--- src/verilog/adcrs_map.vh ---
// Register offsets, field positions and timing counts of the converter result block
`ifndef ADCRS_MAP_VH
`define ADCRS_MAP_VH
// Register byte offsets (low address byte)
`define ADCRS_OFS_CTRL      8'h00
`define ADCRS_OFS_CHAN      8'h04
`define ADCRS_OFS_RES_LOW   8'h08
`define ADCRS_OFS_RES_HIGH  8'h0C
`define ADCRS_OFS_STATUS    8'h10
// Control register fields
`define ADCRS_CTRL_ENABLE   7
`define ADCRS_CTRL_START    6
`define ADCRS_CTRL_AUTORUN  5
`define ADCRS_CTRL_DONE     4
`define ADCRS_CTRL_IRQEN    3
// Channel select register fields
`define ADCRS_CHAN_REF_HI   7
`define ADCRS_CHAN_REF_LO   6
`define ADCRS_CHAN_LEFT     5
`define ADCRS_CHAN_MUX_HI   4
// Channel codes holding differential pairs
`define ADCRS_DIFF_FIRST    5'h08
`define ADCRS_DIFF_LAST     5'h1D
// Sleep mode codes seen from the CPU core
`define ADCRS_SLEEP_IDLE    3'h0
`define ADCRS_SLEEP_NOISE   3'h1
// Code constants and timing counts
`define ADCRS_SIGN_FLIP     10'h200
`define ADCRS_MSB_TRIAL     10'h200
`define ADCRS_LSB_TRIAL     10'h001
`define ADCRS_MSB_INDEX     4'h9
`define ADCRS_RESET_CODE    10'h000
`define ADCRS_INIT_STEPS    8'h0C
`define ADCRS_PRESCALE      2
`endif

--- src/verilog/adcrs_sar.v ---
// Successive-approximation sequencer driving the DAC trial code
`timescale 1ns/100ps
`include "adcrs_map.vh"
module adcrs_sar #(
  parameter PRESCALE = `ADCRS_PRESCALE
) (
  input  wire       sys_clk,
  input  wire       reset_n,
  input  wire       enable,
  input  wire       startPulse,
  input  wire       firstConv,
  input  wire       cmpHigh,
  output wire [9:0] dacCode,
  output wire       busy,
  output reg        donePulse,
  output reg  [9:0] code
);
  localparam S_IDLE = 2'b00;
  localparam S_INIT = 2'b01;
  localparam S_BIT  = 2'b10;

  reg [1:0]  state_q;
  reg [15:0] divCnt_q;
  reg [7:0]  initCnt_q;
  reg [3:0]  bitIdx_q;
  reg [9:0]  work_q;
  wire       divTick;
  wire [9:0] trialBit;
  wire [9:0] kept;

  assign divTick  = (divCnt_q == PRESCALE[15:0] - 16'h0001);
  assign trialBit = `ADCRS_LSB_TRIAL << bitIdx_q;
  // Comparator high means the input is at or above the trial code
  assign kept     = cmpHigh ? work_q : (work_q & ~trialBit);
  assign dacCode  = work_q;
  assign busy     = (state_q != S_IDLE);

  // Clearing enable drops the sequence at once, losing any partial code
  always @(posedge sys_clk) begin
    if (!reset_n || !enable) begin
      state_q   <= S_IDLE;
      divCnt_q  <= 16'h0000;
      initCnt_q <= 8'h00;
      bitIdx_q  <= 4'h0;
      work_q    <= `ADCRS_RESET_CODE;
      donePulse <= 1'b0;
      if (!reset_n) begin
        code <= `ADCRS_RESET_CODE;
      end
    end else begin
      donePulse <= 1'b0;
      divCnt_q  <= divTick ? 16'h0000 : divCnt_q + 16'h0001;
      case (state_q)
        S_IDLE: begin
          divCnt_q <= 16'h0000;
          if (startPulse) begin
            work_q    <= `ADCRS_MSB_TRIAL;
            bitIdx_q  <= `ADCRS_MSB_INDEX;
            initCnt_q <= 8'h00;
            state_q   <= firstConv ? S_INIT : S_BIT;
          end
        end
        S_INIT: begin
          // Extended first conversion spends extra steps settling
          if (divTick) begin
            initCnt_q <= initCnt_q + 8'h01;
            if (initCnt_q == `ADCRS_INIT_STEPS - 8'h01) begin
              state_q <= S_BIT;
            end
          end
        end
        S_BIT: begin
          if (divTick) begin
            work_q <= kept | (trialBit >> 1);
            if (bitIdx_q == 4'h0) begin
              code      <= kept;
              donePulse <= 1'b1;
              state_q   <= S_IDLE;
            end else begin
              bitIdx_q <= bitIdx_q - 4'h1;
            end
          end
        end
        default: begin
          state_q <= S_IDLE;
        end
      endcase
    end
  end
endmodule // adcrs_sar

--- src/verilog/adcrs_top.v ---
// Converter control: AHB-Lite registers, result formatting and sleep-started conversion
`timescale 1ns/100ps
`include "adcrs_map.vh"
// Function
// - Completed 10-bit result readable across two bytes
// - Single-ended result is plain unsigned code
// - Differential result scaled by gain times 512
// - Differential codes two's complement, saturating
// - Result sign sits in top bit
// - Left or right justification of result bytes
// - Idle or noise sleep with converter enabled, idle, free-run off starts conversion
// - Completion request raised even after other wake
// - Other sleep modes leave converter enabled
// - Same channel on both inputs measures offset
// - Justification bit acts on result immediately
// - Enable bit powers converter; clearing aborts conversion
module adcrs_top #(
  parameter PRESCALE = `ADCRS_PRESCALE
) (
  input  wire        sys_clk,
  input  wire        reset_n,
  input  wire        hsel,
  input  wire [31:0] haddr,
  input  wire [1:0]  htrans,
  input  wire        hwrite,
  input  wire [2:0]  hsize,
  input  wire        hready,
  input  wire [31:0] hwdata,
  output wire [31:0] hrdata,
  output wire        hreadyout,
  output wire        hresp,
  input  wire        cpuHalted,
  input  wire [2:0]  sleepMode,
  input  wire        cmpHigh,
  output wire [9:0]  dacCode,
  output wire [4:0]  channelSelect,
  output wire [1:0]  refSelect,
  output wire        converterPowered,
  output wire        convDoneIrq
);
  // Control and channel registers
  reg        enable_q;
  reg        start_q;
  reg        autoRun_q;
  reg        doneFlag_q;
  reg        irqEn_q;
  reg [1:0]  refSel_q;
  reg        leftJust_q;
  reg [4:0]  muxSel_q;
  // Conversion bookkeeping
  reg        launched_q;
  reg [4:0]  lockMux_q;
  reg [1:0]  lockRef_q;
  reg        firstPend_q;
  reg        sleepConv_q;
  reg        halted_q;
  reg [9:0]  result_q;
  // Bus data phase
  reg        dataWr_q;
  reg [7:0]  dataAddr_q;
  reg [31:0] rdata_q;

  wire       accept;
  wire       ctrlWr;
  wire       chanWr;
  wire       sarBusy;
  wire       sarDone;
  wire [9:0] sarCode;
  wire       launch;
  wire       sleepOk;
  wire       autoStart;
  wire       lockDiff;
  wire [7:0] lowByte;
  wire [7:0] highByte;
  wire [7:0] ctrlByte;
  wire [7:0] chanByte;
  reg  [7:0] readByte;

  // Zero-wait slave, always OKAY; read data latched at the address phase
  assign accept    = hsel & hready & htrans[1];
  assign hreadyout = 1'b1;
  assign hresp     = 1'b0;
  assign hrdata    = rdata_q;
  assign ctrlWr    = dataWr_q & (dataAddr_q == `ADCRS_OFS_CTRL);
  assign chanWr    = dataWr_q & (dataAddr_q == `ADCRS_OFS_CHAN);

  // Justification is applied at read time so a change shows at once
  assign lowByte  = leftJust_q ? {result_q[1:0], 6'h00} : result_q[7:0];
  assign highByte = leftJust_q ? result_q[9:2] : {6'h00, result_q[9:8]};
  assign ctrlByte = {enable_q, start_q, autoRun_q, doneFlag_q, irqEn_q, 3'h0};
  assign chanByte = {refSel_q, leftJust_q, muxSel_q};

  // Register read multiplexer, unmapped offsets read zero
  always @* begin
    case (haddr[7:0])
      `ADCRS_OFS_CTRL:     readByte = ctrlByte;
      `ADCRS_OFS_CHAN:     readByte = chanByte;
      `ADCRS_OFS_RES_LOW:  readByte = lowByte;
      `ADCRS_OFS_RES_HIGH: readByte = highByte;
      `ADCRS_OFS_STATUS:   readByte = {5'h00, firstPend_q, sleepConv_q, sarBusy};
      default:             readByte = 8'h00;
    endcase
  end

  // Address phase capture and read data register
  always @(posedge sys_clk) begin
    if (!reset_n) begin
      dataWr_q   <= 1'b0;
      dataAddr_q <= 8'h00;
      rdata_q    <= 32'h00000000;
    end else begin
      dataWr_q <= accept & hwrite;
      if (accept) begin
        dataAddr_q <= haddr[7:0];
      end
      if (accept && !hwrite) begin
        rdata_q <= {24'h000000, readByte};
      end
    end
  end

  // Sleep start only from idle or noise-reduction sleep; deeper modes are
  // left alone and the converter keeps its enable state
  assign sleepOk   = (sleepMode == `ADCRS_SLEEP_IDLE) | (sleepMode == `ADCRS_SLEEP_NOISE);
  assign autoStart = cpuHalted & ~halted_q & sleepOk & enable_q & ~start_q
                     & ~sarBusy & ~launched_q & ~autoRun_q;
  assign launch    = enable_q & start_q & ~launched_q & ~sarBusy;

  // Channel code range holding differential pairs, including same-pin pairs
  assign lockDiff = (lockMux_q >= `ADCRS_DIFF_FIRST) & (lockMux_q <= `ADCRS_DIFF_LAST);

  // Selection is live until a conversion starts, then held until it ends
  assign channelSelect    = launched_q ? lockMux_q : muxSel_q;
  assign refSelect        = launched_q ? lockRef_q : refSel_q;
  assign converterPowered = enable_q;
  // Request follows the sticky flag, whatever woke the CPU
  assign convDoneIrq      = doneFlag_q & irqEn_q;

  // Control register, start handshake and result capture
  always @(posedge sys_clk) begin
    if (!reset_n) begin
      enable_q    <= 1'b0;
      start_q     <= 1'b0;
      autoRun_q   <= 1'b0;
      doneFlag_q  <= 1'b0;
      irqEn_q     <= 1'b0;
      launched_q  <= 1'b0;
      lockMux_q   <= 5'h00;
      lockRef_q   <= 2'h0;
      firstPend_q <= 1'b0;
      sleepConv_q <= 1'b0;
      halted_q    <= 1'b0;
      result_q    <= `ADCRS_RESET_CODE;
    end else begin
      halted_q <= cpuHalted;
      if (ctrlWr) begin
        enable_q  <= hwdata[`ADCRS_CTRL_ENABLE];
        autoRun_q <= hwdata[`ADCRS_CTRL_AUTORUN];
        irqEn_q   <= hwdata[`ADCRS_CTRL_IRQEN];
      end
      // Start is set by software or by sleep entry; a zero write does nothing
      if ((ctrlWr && hwdata[`ADCRS_CTRL_START]) || autoStart) begin
        start_q <= 1'b1;
      end else if (sarDone && !autoRun_q) begin
        start_q <= 1'b0;
      end
      if (autoStart) begin
        sleepConv_q <= 1'b1;
      end else if (sarDone) begin
        sleepConv_q <= 1'b0;
      end
      // First conversion after enabling runs the extended sequence
      if (ctrlWr && hwdata[`ADCRS_CTRL_ENABLE] && !enable_q) begin
        firstPend_q <= 1'b1;
      end else if (launch) begin
        firstPend_q <= 1'b0;
      end
      if (launch) begin
        launched_q <= 1'b1;
        lockMux_q  <= muxSel_q;
        lockRef_q  <= refSel_q;
      end else if (sarDone) begin
        launched_q <= 1'b0;  // Free-run relaunches next cycle while start stays set
      end
      // Set wins over a write-one clear in the same cycle
      doneFlag_q <= sarDone | (doneFlag_q & ~(ctrlWr & hwdata[`ADCRS_CTRL_DONE]));
      if (sarDone) begin
        // Offset-binary SAR code flips its top bit into two's complement;
        // the SAR range itself gives the saturation at both ends
        result_q <= lockDiff ? (sarCode ^ `ADCRS_SIGN_FLIP) : sarCode;
      end
      // Disabling aborts: pending start and lock are dropped
      if (!enable_q) begin
        start_q     <= (ctrlWr & hwdata[`ADCRS_CTRL_START] & hwdata[`ADCRS_CTRL_ENABLE]);
        launched_q  <= 1'b0;
        sleepConv_q <= 1'b0;
      end
    end
  end

  // Channel select register; reference and justification are software choices
  always @(posedge sys_clk) begin
    if (!reset_n) begin
      refSel_q   <= 2'h0;
      leftJust_q <= 1'b0;
      muxSel_q   <= 5'h00;
    end else if (chanWr) begin
      refSel_q   <= hwdata[`ADCRS_CHAN_REF_HI:`ADCRS_CHAN_REF_LO];
      leftJust_q <= hwdata[`ADCRS_CHAN_LEFT];
      muxSel_q   <= hwdata[`ADCRS_CHAN_MUX_HI:0];
    end
  end

  // Bit sequencer; aborted by the enable bit
  adcrs_sar #(
    .PRESCALE (PRESCALE)
  ) uSar (
    .sys_clk    (sys_clk),
    .reset_n    (reset_n),
    .enable     (enable_q),
    .startPulse (launch),
    .firstConv  (firstPend_q),
    .cmpHigh    (cmpHigh),
    .dacCode    (dacCode),
    .busy       (sarBusy),
    .donePulse  (sarDone),
    .code       (sarCode)
  );
endmodule // adcrs_top
--- config.mk ---
export PLATFORM = sky130hd
export DESIGN_NAME = adcrs_top
export DESIGN_NICKNAME = d
export VERILOG_FILES = /design/src/verilog/adcrs_sar.v /design/src/verilog/adcrs_top.v
export VERILOG_INCLUDE_DIRS = /design/src /design/src/verilog
export SDC_FILE = /design/constraint.sdc
export NUM_CORES = 1
export LEC_CHECK = 0
export BUFFER_PORTS_ARGS = -buffer_cell sky130_fd_sc_hd__buf_4
export CORE_UTILIZATION = 35
export CTS_CLUSTER_DIAMETER = 100
export DETAILED_ROUTE_END_ITERATION = 8
export PLACE_DENSITY_LB_ADDON = 0.2
export SLEW_MARGIN = 20
export SYNTH_ARGS = -nofsm -noshare
export SYNTH_HDL_FRONTEND = slang
export SYNTH_SLANG_ARGS = --single-unit
--- constraint.sdc ---
create_clock -name sys_clk -period 4.22 [get_ports sys_clk]
set_input_delay 0.633 -clock sys_clk [delete_from_list [all_inputs] [get_ports sys_clk]]
set_output_delay 0.633 -clock sys_clk [all_outputs]
set_load 0.02 [all_outputs]
==> results.txt <==
status: finished, final reports clean
final period utilization: 52.80%
maxcap violations: 0
Async SR Flop Fraction: 0%
worst rel slew slack: 41.67%
Net Sw Power: 0.4381 mW
GPL Wtd Cong: 0.8219
Reg power frac: 51.4%
Net Sw Frac: 22.74%
Synth Register Bits: 102
Global Route Usage Sum: 16.50%
fin worst setup slack: 1.992 ns
crit-path max cell delay: 0.38 ns
CTS HTree Levels: 3
Ant. Diodes: 0
FP Rows: 43
Lkg Pwr: 2.031 nW
R2R Setup Slk: 1.99 ns
Syn Area/Cell: 8.600 sq um
fin. max-slew vios: 0
Comb pwr share: 4.4%
clock tree buffer depth: 2
sequential share of the synthesized area: 43.17%
commonest cells after routing, fill and taps aside: dfxtp_1, nand2_1, nor2_1
clock-pin slew on the worst setup and hold paths: 0.08 ns
Starting Density: 35.75%
pre-CTS setup slack: 1.894 ns
Min-Delay Path Class: flop to flop
Worst setup EP type: flop
clock power share: 44.2%
total I/O pin count: 132
Post-Place Cells: 779
DR pass1 iterations: 4
initial antenna violation count: 0
die width: 121.1 um
first-pass GRT wire length: 18.85 mm
vias per std cell: 5.058
Residual DRC: 0
RSZ-0062 raised after global routing: false
Pwr Density: 339.8 mW/mm^2
Root Driver: clkbuf_16
crit-path max FO: 12
setup violators final: 0
vias in the first global route: 3679
Port Buffers: 52
Setup TNS: 0 ns
Fin. Hold Viols: 0
number of synthesized flops with an enable pin: 10
clk_lat worst skew: 0.35 ns
core area: 0.01388 sq mm
Fillers: 1436
Setup crit start kind: flop
CP cell instances: ha_1 > nor4b_4 > and4_2 > nand2_1 > o31ai_1 > buf_4
peak supply drop: 159.0 uV
WP data required: 4.28 ns
slowest cell on the critical path: dfxtp_1
register area: 0.002142 sq mm
Final #Nets: 697
Setup CP Type: flop to flop
share of cells above drive strength 1: 14.47%
Clock Skews: 0.009925 ns
synth unique cells: 60
largest net degree at the start of global routing: 44
Power Internal: 1.488 mW
clock sink total: 102
DR vias: 4021
Fin Hold WS: 0.4538 ns
Main synth FF type: dfxtp_1
cts bufs inserted: 9
Max Fclk: 448.8 MHz
final non-filler cell total: 795
Post-CTS Setup Inserts: 0
CTS tree: yes
multi-input logic area: 0.002541 sq mm
Syn. warnings: 0
DRT antenna net count: 0
die area: 0.01466 sq mm
post-CTS resize count: 0
fin area: 0.005669 sq mm
Avg WL per Cell: 14.55 um
Detailed Place HPWL: 8.500 mm
Synth Instances: 577
Starting DRT DRC Count: 318
hold buffer count at CTS: 0
Worst-Margin Slew: 0.8726 ns
Cell Area, Synth: 0.004962 sq mm
Cell Area, Placed: 0.005355 sq mm
area grow syn2layout: 14.25%
CP arrival: 2.29 ns
minimum clock period after layout: 2.228 ns
Die H: 121.1 um
Post-Route WL: 11.57 mm
commonest non-fill, non-tap cell in the layout: dfxtp_1
total congestion overflow: 0
[cells in the mapped netlist (7+ instances only)]
library cell | number | area (sq um)
a21oi_1 | 42 | 210.2
and3_1 | 8 | 50.05
buf_4 | 26 | 195.2
clkbuf_1 | 20 | 75.07
dfxtp_1 | 92 | 1842
edfxtp_1 | 10 | 300.3
ha_1 | 8 | 100.1
inv_1 | 8 | 30.03
mux2_2 | 7 | 78.83
mux2i_1 | 26 | 260.3
nand2_1 | 77 | 289.0
nand2b_1 | 9 | 56.30
nand3_1 | 28 | 140.1
nand4_1 | 7 | 43.79
nor2_1 | 67 | 251.5
nor2b_1 | 8 | 50.05
nor3_1 | 13 | 65.06
o21ai_0 | 19 | 95.09
xnor2_1 | 11 | 96.34
xor2_1 | 9 | 78.83
[cell families after synthesis]
group | share of synthesized area, %
XOR/XNOR | 3.530
buffers and inverters | 7.438
flip-flops | 43.17
multiplexers | 6.833
AND/OR/NAND/NOR | 25.21
AO/OA/AOI/OAI | 11.65
other | 0.1513
adder cells (fa/ha/maj) | 2.017
[worst max-delay path: cells and delay by family (launching register included)]
| kind | cells | cell delay, ns |
|---|---|---|
| compound gates | 1 | 0.30 |
| flops | 1 | 0.38 |
| fa+ha+maj | 1 | 0.18 |
| simple gates | 3 | 0.85 |
| buf+inv | 1 | 0.23 |
[state kept, by name, summed over array words and instances (netlist names), 2 cells and up]
signal / count
lockRef_q: 2
uSar.state_q: 2
uSar.dacCode: 10
hrdata: 8
refSel_q: 2
muxSel_q: 5
uSar.divCnt_q: 16
uSar.initCnt_q: 8
lockMux_q: 5
result_q: 10
uSar.code: 10
uSar.bitIdx_q: 4
dataAddr_q: 8
[final timing paths]
kind | start | cells after the start | to
setup / recovery | uSar.divCnt_q[0] | 6 | uSar.code[4]
hold / removal | hrdata[5] | 2 | hrdata[5]
setup reg to reg | uSar.divCnt_q[0] | 6 | uSar.code[4]
hold reg to reg | hrdata[5] | 2 | hrdata[5]
[through the flow]
stage | utilization, % | power, mW
4_1_cts | 40.84 | 1.954
6_report | 40.84 | 1.926
3_3_place_gp | 38.58 | 1.096
2_1_floorplan | - | 1.081
3_5_place_dp | 38.58 | 1.097
5_1_grt | 40.84 | 1.995
[metal layers]
layer	vias to the layer above	global-route usage, %	part of all wire [%]
li1	2029	-	-
met1	1897	21.52	47
met2	80	27.14	48
met3	15	2.444	3.6
met4	0	6.790	1.8
met5	-	0	0
[power groups by stage]
stage | Combinational (mW) | Sequential (mW) | Clock (mW)
global placement | 0.0843 | 1.01 | 0
finish | 0.0847 | 0.990 | 0.852
global route | 0.0935 | 0.990 | 0.911
floorplan | 0.0691 | 1.01 | 0
detailed placement | 0.0848 | 1.01 | 0
CTS | 0.0849 | 0.990 | 0.879
[layout make-up]
type,count,area share [%]
Clock buffer,12,4.900
Clock inverter,4,0.6400
Inverter,9,0.5959
Multi-Input combinational cell,433,44.82
Sequential cell,102,37.78
Tap cell,180,3.973
Timing Repair Buffer,55,7.283
Power figures use the tool's default switching activity.
